**config.mk**
```make
export PLATFORM = sky130hd
export DESIGN_NAME = parallel_drive_start_port
export DESIGN_NICKNAME = d
export VERILOG_FILES = /design/src/pport_pkg.sv /design/src/parallel_drive_start_port.sv
export SDC_FILE = /design/constraint.sdc
export NUM_CORES = 1
export LEC_CHECK = 0
export ABC_AREA = 0
export BUFFER_PORTS_ARGS = -buffer_cell sky130_fd_sc_hd__buf_2
export CAP_MARGIN = 40
export CORE_MARGIN = 2
export CORE_UTILIZATION = 40
export DETAILED_ROUTE_END_ITERATION = 6
export PLACE_DENSITY = 0.64
export SYNTH_ARGS = -nofsm -noshare
export SYNTH_HDL_FRONTEND = slang
export SYNTH_SLANG_ARGS = --single-unit
```
**constraint.sdc**
```tcl
create_clock -name sys_clk -period 5.3 [get_ports sys_clk]
set_input_delay 1.59 -clock sys_clk [delete_from_list [all_inputs] [get_ports sys_clk]]
set_output_delay 1.59 -clock sys_clk [all_outputs]
set_load 0.02 [all_outputs]
```
**src/pport_pkg.sv**
```systemverilog
// Constants, pin carriers and command carriers for the parallel drive start port.
// Assumes a single 50 MHz system clock and a motion core on that same clock.
package pport_pkg;
	// Clock and time base
	localparam int CLK_HZ = 50_000_000;
	localparam int MS_PER_S = 1000;
	localparam int CYC_PER_MS = CLK_HZ / MS_PER_S;
	// Times in milliseconds
	localparam int RESET_HOLD_MS = 20;
	localparam int STOP_HOLD_MS = 10;
	localparam int DEBOUNCE_MS = 2;
	localparam int END_PULSE_MS = 10;
	// Counter widths for millisecond counts
	localparam int DEB_W = 3;
	localparam int HOLD_W = 5;
	localparam int EP_W = 4;
	// Bit positions inside the synchronised input vector
	localparam int IN_RESET = 0;
	localparam int IN_HOME = 1;
	localparam int IN_STROBE = 2;
	localparam int IN_XSEL = 3;
	localparam int IN_YSEL = 4;
	localparam int IN_REG_LO = 5;
	localparam int IN_MODE_LO = 11;
	localparam int NUM_IN = 13;
	// Alternate functions of the register number bits
	localparam int RB_RUN_PLUS = 0;
	localparam int RB_RUN_MINUS = 1;
	localparam int RB_SPD_LO = 2;
	localparam int RB_SCAN = 4;
	localparam int RB_STOP = 5;
	localparam int REG_W = 6;

	typedef enum logic [1:0] {
		MODE_INDEX = 2'b00,
		MODE_SCAN = 2'b01,
		MODE_CONT = 2'b10,
		MODE_PROG = 2'b11
	} drive_mode_t;

	// Raw pins, low while pulled to interface ground; packs to the IN_* layout
	typedef struct packed {
		logic [1:0] drive_mode_sel_n;
		logic [5:0] reg_sel_n;
		logic y_sel_n;
		logic x_sel_n;
		logic strobe_n;
		logic home_n;
		logic reset_n;
	} pin_in_t;

	// Open-collector output enables, high while the transistor conducts
	typedef struct packed {
		logic [1:0] busy_done_oe;
		logic [1:0] fault_oe;
	} oc_out_t;

	// Status from the motion core, bit 0 is X, bit 1 is Y
	typedef struct packed {
		logic [1:0] axis_busy;
		logic [1:0] axis_done;
		logic [1:0] axis_fault;
		logic end_pulse_en;
	} core_stat_t;

	// Commands to the motion core, bit 0 is X, bit 1 is Y
	typedef struct packed {
		logic [1:0] home_start;
		logic [1:0] drive_start;
		logic [5:0] start_reg;
		logic [1:0] jog_plus;
		logic [1:0] jog_minus;
		logic [1:0] speed_sel;
		logic [1:0] stop;
		logic op_reset;
	} core_cmd_t;
endpackage

```
**src/parallel_drive_start_port.sv**
```systemverilog
// Parallel control port: qualifies contact inputs, issues motion commands,
// drives open-collector status outputs.
// Assumes the motion core runs on sys_clk and answers with core_stat_t.
`timescale 1ns/1ps

// Behaviour
// - Input asserted when pulled to ground
// - Output asserted turns transistor on
// - Reset held 20 ms clears all operation
// - Home strobe starts search on selected axes
// - Strobe starts selected axis from register in index and program modes
// - Shared inputs carry run, scan, speed, stop
// - Per axis busy/end output and fault output
// - Register number is binary, bit 0 lowest
// - Two mode inputs select four driving modes
module parallel_drive_start_port import pport_pkg::*; #(
	parameter int MS_CYCLES = CYC_PER_MS
) (
	input wire logic sys_clk,
	input wire logic nrst,
	input wire pin_in_t pins,
	input wire core_stat_t core,
	output oc_out_t oc,
	output core_cmd_t cmd
);
	localparam int MSW = $clog2(MS_CYCLES);

	// Every millisecond count must fit its counter; debounce and stop hold must be at least one tick
	if (MS_CYCLES < 2 || DEBOUNCE_MS < 1 || DEBOUNCE_MS >= (1 << DEB_W)
		|| RESET_HOLD_MS >= (1 << HOLD_W) || STOP_HOLD_MS < 1
		|| STOP_HOLD_MS >= (1 << HOLD_W) || END_PULSE_MS >= (1 << EP_W))
	begin : g_bad_param
		$error("parallel_drive_start_port: unsupported timing parameters");
	end

	localparam logic [DEB_W-1:0] DEB_LIM = DEB_W'(DEBOUNCE_MS);
	localparam logic [HOLD_W-1:0] RST_LIM = HOLD_W'(RESET_HOLD_MS);
	localparam logic [HOLD_W-1:0] STOP_LIM = HOLD_W'(STOP_HOLD_MS);
	localparam logic [EP_W-1:0] EP_LOAD = EP_W'(END_PULSE_MS);

	logic [NUM_IN-1:0] sync1_reg, sync2_reg;
	logic [MSW-1:0] ms_cnt_reg, ms_cnt_next;
	logic tick_reg, tick_next;
	logic [NUM_IN-1:0] filt_reg, filt_next, filt_d_reg;
	logic [DEB_W-1:0] deb_cnt_reg [NUM_IN];
	logic [DEB_W-1:0] deb_cnt_next [NUM_IN];
	logic [HOLD_W-1:0] reset_ms_reg, reset_ms_next, stop_ms_reg, stop_ms_next;
	logic stop_armed_reg, stop_armed_next;
	logic [EP_W-1:0] ep_ms_reg [2];
	logic [EP_W-1:0] ep_ms_next [2];
	core_cmd_t cmd_reg, cmd_next;
	oc_out_t oc_reg, oc_next;
	drive_mode_t mode;
	logic [REG_W-1:0] regv;
	logic [1:0] sel;
	logic [NUM_IN-1:0] rise;
	logic scan2, rst_hold, stop_fire;

	// Two-stage synchroniser; open pins idle high
	always_ff @(posedge sys_clk or negedge nrst) begin
		if (!nrst) begin
			sync1_reg <= '1;
			sync2_reg <= '1;
		end else begin
			sync1_reg <= pins;
			sync2_reg <= sync1_reg;
		end
	end

	// Millisecond enable and input qualification
	always_comb begin
		ms_cnt_next = ms_cnt_reg + MSW'(1);
		tick_next = 1'b0;
		if (ms_cnt_reg == MSW'(MS_CYCLES - 1)) begin
			ms_cnt_next = '0;
			tick_next = 1'b1;
		end
		for (int i = 0; i < NUM_IN; i++) begin
			filt_next[i] = filt_reg[i];
			deb_cnt_next[i] = deb_cnt_reg[i];
			if (tick_reg) begin
				// Pulled low means asserted
				if (!sync2_reg[i] == filt_reg[i]) begin
					deb_cnt_next[i] = '0;
				end else if (deb_cnt_reg[i] + DEB_W'(1) == DEB_LIM) begin
					filt_next[i] = !filt_reg[i];
					deb_cnt_next[i] = '0;
				end else begin
					deb_cnt_next[i] = deb_cnt_reg[i] + DEB_W'(1);
				end
			end
		end
	end

	// Decoded views of the qualified inputs
	assign mode = drive_mode_t'(filt_reg[IN_MODE_LO +: 2]);
	assign regv = filt_reg[IN_REG_LO +: REG_W];
	assign sel = {filt_reg[IN_YSEL], filt_reg[IN_XSEL]};
	assign rise = filt_reg & ~filt_d_reg;
	assign scan2 = (mode == MODE_SCAN) && regv[RB_SCAN];
	assign rst_hold = (reset_ms_reg == RST_LIM);
	assign stop_fire = tick_reg && stop_armed_reg && filt_reg[IN_REG_LO + RB_STOP]
		&& (stop_ms_reg == STOP_LIM - HOLD_W'(1)) && (mode != MODE_SCAN);

	// Hold counters for reset and stop
	always_comb begin
		reset_ms_next = reset_ms_reg;
		stop_ms_next = stop_ms_reg;
		stop_armed_next = stop_armed_reg;
		if (!filt_reg[IN_RESET]) begin
			reset_ms_next = '0;
		end else if (tick_reg && !rst_hold) begin
			reset_ms_next = reset_ms_reg + HOLD_W'(1);
		end
		// Stop shares the top register bit; arm only once strobe is released
		if (filt_reg[IN_STROBE] || rst_hold) begin
			stop_armed_next = 1'b0;
		end else if (!filt_reg[IN_REG_LO + RB_STOP]) begin
			stop_armed_next = 1'b1;
		end
		if (!filt_reg[IN_REG_LO + RB_STOP] || !stop_armed_reg) begin
			stop_ms_next = '0;
		end else if (tick_reg && stop_ms_reg != STOP_LIM) begin
			stop_ms_next = stop_ms_reg + HOLD_W'(1);
		end
	end

	// Command generation toward the motion core
	always_comb begin
		cmd_next = '0;
		cmd_next.start_reg = cmd_reg.start_reg;
		cmd_next.op_reset = rst_hold;
		if (!rst_hold) begin
			cmd_next.speed_sel = regv[RB_SPD_LO +: 2];
			// Home search ignored in scan mode 2
			if (rise[IN_HOME] && !scan2) begin
				cmd_next.home_start = sel;
			end
			// Strobe edge latches axes and register; caller set them up first
			if (rise[IN_STROBE] && (mode == MODE_INDEX || mode == MODE_PROG)) begin
				cmd_next.drive_start = sel;
				cmd_next.start_reg = regv;
			end
			if (scan2) begin
				cmd_next.jog_plus = {filt_reg[IN_XSEL], regv[RB_RUN_PLUS]};
				cmd_next.jog_minus = {filt_reg[IN_YSEL], regv[RB_RUN_MINUS]};
			end else if (mode == MODE_SCAN || mode == MODE_CONT) begin
				cmd_next.jog_plus = sel & {2{regv[RB_RUN_PLUS]}};
				cmd_next.jog_minus = sel & {2{regv[RB_RUN_MINUS]}};
			end
			if (stop_fire) begin
				cmd_next.stop = sel;
			end
		end
	end

	// Open-collector status outputs with optional end pulse
	always_comb begin
		for (int a = 0; a < 2; a++) begin
			ep_ms_next[a] = ep_ms_reg[a];
			if (rst_hold) begin
				ep_ms_next[a] = '0;
			end else if (core.axis_done[a]) begin
				ep_ms_next[a] = EP_LOAD;
			end else if (tick_reg && ep_ms_reg[a] != '0) begin
				ep_ms_next[a] = ep_ms_reg[a] - EP_W'(1);
			end
			// Conducting transistor shows an asserted output
			oc_next.busy_done_oe[a] = core.end_pulse_en ? (ep_ms_next[a] != '0)
				: (core.axis_busy[a] && !rst_hold);
			oc_next.fault_oe[a] = core.axis_fault[a];
		end
	end

	// State registers
	always_ff @(posedge sys_clk or negedge nrst) begin
		if (!nrst) begin
			ms_cnt_reg <= '0;
			tick_reg <= 1'b0;
			filt_reg <= '0;
			filt_d_reg <= '0;
			for (int i = 0; i < NUM_IN; i++) begin
				deb_cnt_reg[i] <= '0;
			end
			reset_ms_reg <= '0;
			stop_ms_reg <= '0;
			stop_armed_reg <= 1'b0;
			ep_ms_reg[0] <= '0;
			ep_ms_reg[1] <= '0;
			cmd_reg <= '0;
			oc_reg <= '0;
		end else begin
			ms_cnt_reg <= ms_cnt_next;
			tick_reg <= tick_next;
			filt_reg <= filt_next;
			filt_d_reg <= filt_reg;
			deb_cnt_reg <= deb_cnt_next;
			reset_ms_reg <= reset_ms_next;
			stop_ms_reg <= stop_ms_next;
			stop_armed_reg <= stop_armed_next;
			ep_ms_reg <= ep_ms_next;
			cmd_reg <= cmd_next;
			oc_reg <= oc_next;
		end
	end

	assign cmd = cmd_reg;
	assign oc = oc_reg;
endmodule

```
# [Word level (Yosys, flattened, before mapping)]
# Cells that the tools add are included.
[classes] bitwise_logic=18 n_addsub=18 mux=48 n_reduce_logical=66 eq_ne=36
[op_table] operator="3-bit two-way mux" n=26
[op_table] operator="3-bit by 1-bit adder with 3-bit output (second input constant)" n=13
[op_table] operator="3-bit by 2-bit equality test with 1-bit output (second input constant)" n=13
[op_table] operator="3-bit AND reduction" n=13
[op_table] operator="4-bit two-way mux" n=8
[op_table] operator="1-bit logical NOT" n=29
[op_table] operator="5-bit two-way mux" n=4
[op_table] operator="18-bit two-way mux" n=1
[op_table] operator="16-bit by 1-bit adder with 16-bit output (second input constant)" n=1
[op_table] operator="16-bit equality test (second input constant)" n=1
[op_table] operator="16-bit two-way mux" n=1
[op_table] operator="4-bit nonzero test" n=4
[op_table] operator="1-bit inverter" n=14
[op_table] operator="1-bit equality test" n=13
[op_table] operator="1-bit logical AND" n=13
[op_table] operator="5-bit by 1-bit adder with 5-bit output (second input constant)" n=2
[op_table] operator="8-bit two-way mux" n=1
[op_table] operator="4-bit by 1-bit subtractor with 4-bit output (second input constant)" n=2
[op_table] operator="2-bit by 1-bit != test with 1-bit output (second input constant)" n=3
[op_table] operator="5-bit by 4-bit equality test with 1-bit output (second input constant)" n=1
[op_table] operator="5-bit equality test (second input constant)" n=1
[op_table] operator="1-bit two-way mux" n=5
[op_table] operator="5-bit by 4-bit != test with 1-bit output (second input constant)" n=1
[op_table] operator="2-bit AND" n=2
[op_table] operator="9 further kinds" n=14
[totals] register_bits=140 out_inout_bits=23 elab_cells=232

# [Longest topological paths before layout]
[depth] word_depth=7 depth_mapped=8 depth_no_buf=7

# [Worst setup path before layout]
# Ideal clock, no wire load.
[synth_timing] path_type="input to register" startpoint="input port core[4] in the netlist's numbering" endpoint="register oc_reg (netlist bit oc[3])" cell_stages=4 setup_ns=0.129 t_arrival_ns=2.269 slack_ns=2.901 n_path_buf=0 path_cell_list="inv_1 > nand4_1 > nor3b_1 > o41a_1"
[synth_rtl] element="from (decl)" line_no="parallel_drive_start_port.sv:22" text="input wire core_stat_t core,"
[synth_rtl] element="to (signal assigned)" line_no="parallel_drive_start_port.sv:203" text="oc_reg <= oc_next;"
[synth_rtl] element="to (decl)" line_no="parallel_drive_start_port.sv:52" text="oc_out_t oc_reg, oc_next;"

# [Final worst setup path]
[layout_timing] startpoint="register cmd_reg (netlist bit cmd[14])" endpoint="output port cmd[14] in the netlist's numbering"
[layout_rtl] element="from (decl)" line_no="parallel_drive_start_port.sv:51" text="core_cmd_t cmd_reg, cmd_next;"
[layout_rtl] element="from (signal assigned)" line_no="parallel_drive_start_port.sv:202" text="cmd_reg <= cmd_next;"
[layout_rtl] element="to (decl)" line_no="parallel_drive_start_port.sv:24" text="output core_cmd_t cmd"
# No word-level cell between the ends.

==> flow_metrics.env <==
export IMPL_antenna_found_initial=0
export IMPL_relSlewSlack_pct=58.22
export IMPL_grt_max_degree=75
export IMPL_cts_root_buf="clkbuf_16"
export IMPL_critPathKind="flip-flop to output port"
export IMPL_critPathArrivalTime_ps=1000
export IMPL_slowest_stage="dfrtp_1"
export IMPL_drc_errors=0
export IMPL_worst_clock_skew_ps=18.07
export IMPL_drv_slew=0
export IMPL_setup_viol=0
export IMPL_hold_viol=0
export IMPL_synth_avg_cell_area_um2=11.57
export IMPL_rrSetupSlack_ps=2710
export IMPL_cts_max_level=4
export IMPL_post_cts_resized=0
export IMPL_fmax_ghz=0.3858
export IMPL_worstMarginPinSlew_ps=626.6
export IMPL_grt_pass1_wl_mm=19.15
export IMPL_finalCritPeriodShare_pct=48.91
export IMPL_period_needed_ps=2592
export IMPL_viasPerCell=5.160
export IMPL_hold_end="sync2_reg[4]$_DFF_PN1_"
export IMPL_rr_endpoint="cmd[12]$_DFFE_PN0P_"
export IMPL_rows=45
export IMPL_antenna_cells=0
export IMPL_worstHoldStart="sync1_reg[4]$_DFF_PN1_"
export IMPL_r2r_start="reset_ms_reg[0]$_DFFE_PN0P_"
export IMPL_synth_edff_count=0
export IMPL_drive_above_1_share_pct=19.50
export IMPL_wire_per_inst_um=14.49
export IMPL_die_y_um=127.7
export IMPL_numCtsBuffers=17
export IMPL_drtAntennaViolNets=0
export IMPL_synth_top_cell_area_share_pct=46.22
export IMPL_rsz0062_at_grt="no"
export IMPL_overflow=0
export IMPL_yosysTopAreaCell="dfrtp_1"
export IMPL_core_mm2=0.01509
export IMPL_grt_pass1_vias=4123
export IMPL_grt_usage_pct=14.99
export IMPL_port_buffers=44
export IMPL_ys_ff_latch=139
export IMPL_wl_mm=11.35
export IMPL_postCtsHoldBufs=0
export IMPL_synth_area_leaders="dfrtp_1 46%, dfstp_2 11%, ha_1 7.2%"
export IMPL_synth_nets=586
export IMPL_ys_async_sr_fraction_pct=100.0
export IMPL_gp_congestion=0.7857
export IMPL_clkTransAtPathRegs_ps=50
export IMPL_synth_ff_type="dfrtp_1"
export IMPL_drt_first_pass_iters=4
export IMPL_die_area_mm2=0.01630
export IMPL_max_cap_viol_count=0
export IMPL_synthesis_yosys_warnings=0
export IMPL_startpoint_type="flip-flop"
export IMPL_cp_required_ps=3710
export IMPL_die_w_um=127.7
export IMPL_cp_depth=1
export IMPL_tns_ps=0
export IMPL_r2r_cells=6
export IMPL_min_path_type="flip-flop to flip-flop"
export IMPL_syn_inst=529
export IMPL_cts_tree="built"
export IMPL_cp_slowest_stage_delay_ps=420
export IMPL_p_leak_nw=3.146
export IMPL_hold_depth=0
export IMPL_initial_utilization_pct=40.55
export IMPL_p_total_w=0.002435
export IMPL_path_cells="buf_2"
export IMPL_syn2layout_area_growth_pct=18.02
export IMPL_end_kind="output port"
export IMPL_cts_sinks=139
export IMPL_synth_area_mm2=0.006118
export IMPL_ios=45
export IMPL_ir_worst_vdd_mv=0.1970
export IMPL_power_density_mw_per_mm2=337.2
export IMPL_crit_buf_inv=1
export IMPL_status="complete, no violations"
export IMPL_place_hpwl_mm=7.606
export IMPL_cts_setup_buffers=0
export IMPL_ys_seq_area_share_pct=57.38
export IMPL_clk_latency_ps=430
export IMPL_yosysUniqueCellTypes=45
export IMPL_drt_iter0_markers=234
export IMPL_largest_reg_flops=39
export IMPL_nets=639
export IMPL_cp_top_family="flip-flops"
export IMPL_cp_max_fo=2
export IMPL_cts_path_max_buffers=2
export IMPL_route_vias_total=4040
==> how the worst max path moves through the flow <==
| stage | endpoint | slack [ps] | startpoint |
|---|---|---|---|
| after floorplan | oc[3]$_DFF_PN0_ | 2900 | core[4] |
| after CTS | cmd[13]$_DFFE_PN0P_ | 2650 | reset_ms_reg[0]$_DFFE_PN0P_ |
| after global routing | cmd[12]$_DFFE_PN0P_ | 2530 | reset_ms_reg[0]$_DFFE_PN0P_ |
| after global placement | sync2_reg[8]$_DFF_PN1_ | 2540 | nrst |
| after detailed placement | cmd[13]$_DFFE_PN0P_ | 2670 | reset_ms_reg[0]$_DFFE_PN0P_ |
| final | cmd[14] | 2710 | cmd[14]$_DFFE_PN0P_ |
==> final cells by class <==
class                   instances  area (um2)
fillers                      1368        7869
flip-flops and latches        139        3512
multi-input cells             345        2432
clock buffers                  21       460.4
repair buffers                 47       269.0
well taps                     188       235.2
clock inverters                11       191.4
inverters                      32       120.1
==> report_power, final <==
group / leakage (nW) / total [W] / switching [W] / internal [W]
sequential: 1.80 / 0.00109 / 0.00000561 / 0.00108
combinational: 1.04 / 0.0000441 / 0.0000298 / 0.0000143
clock: 0.310 / 0.00130 / 0.000444 / 0.000859
==> metrics by stage <==
stage,instance area [um2],std cells,util [%],hold slack (ps),worst slack [ps]
2_1_floorplan,6118,529,-,345.2,2901
3_3_place_gp,6541,750,43.35,345.8,2542
3_5_place_dp,6569,751,43.53,346.8,2670
4_1_cts,7221,783,47.85,356.0,2654
5_1_grt,7221,783,47.85,356.2,2529
6_report,7221,783,47.85,354.3,2708
==> cell usage in the layout, fill, tap and decap left out, drive strengths merged, types with 3 or more instances in the layout <==
cell type  netlist  routed
o21ai           27      27
nand2           27      27
nand4           20      20
clkinvlp         0       3
a21oi            9       9
o22ai           13      13
xnor2           27      27
dfrtp          113     113
ha              35      35
and2             5       5
buf             10      47
mux2             6       6
clkbuf           3      21
xor2             6       6
nor2            27      27
a22o            13      13
inv             32      33
nand2b          28      28
bufinv           0       5
mux2i           16      16
nor3             8       8
a211oi           5       5
nand3           39      39
nor3b            4       4
dfstp           26      26
nand4b           6       6
==> Yosys cell counts, types with 8 or more instances <==
| cell | instances |
|---|---|
| nor2_1 | 27 |
| nor3_1 | 8 |
| dfrtp_1 | 113 |
| nand2_1 | 27 |
| o21ai_0 | 27 |
| nand3_1 | 39 |
| inv_1 | 31 |
| xnor2_1 | 27 |
| nand4_1 | 20 |
| mux2i_1 | 16 |
| o22ai_1 | 13 |
| ha_1 | 35 |
| a22o_1 | 13 |
| a21oi_1 | 9 |
| nand2b_1 | 28 |
| dfstp_2 | 26 |
==> cells by family after synthesis <==
family	count (synthesis)	share of synthesized area, %
and+or+nand+nor	178	15.93
DFF	139	57.38
AOI/OAI and AO/OA	77	8.221
buffers and inverters	45	2.863
adders and majority gates	35	7.157
xor gates and xnor gates	33	4.724
muxes	22	3.722
==> per-layer routing <==
metal,part of all wire [%],GRT usage [%]
met5,0,0
met4,1.9,7.240
met1,45,18.34
met3,2.9,3.840
met2,50,24.85
Power figures use the tool's default switching activity.
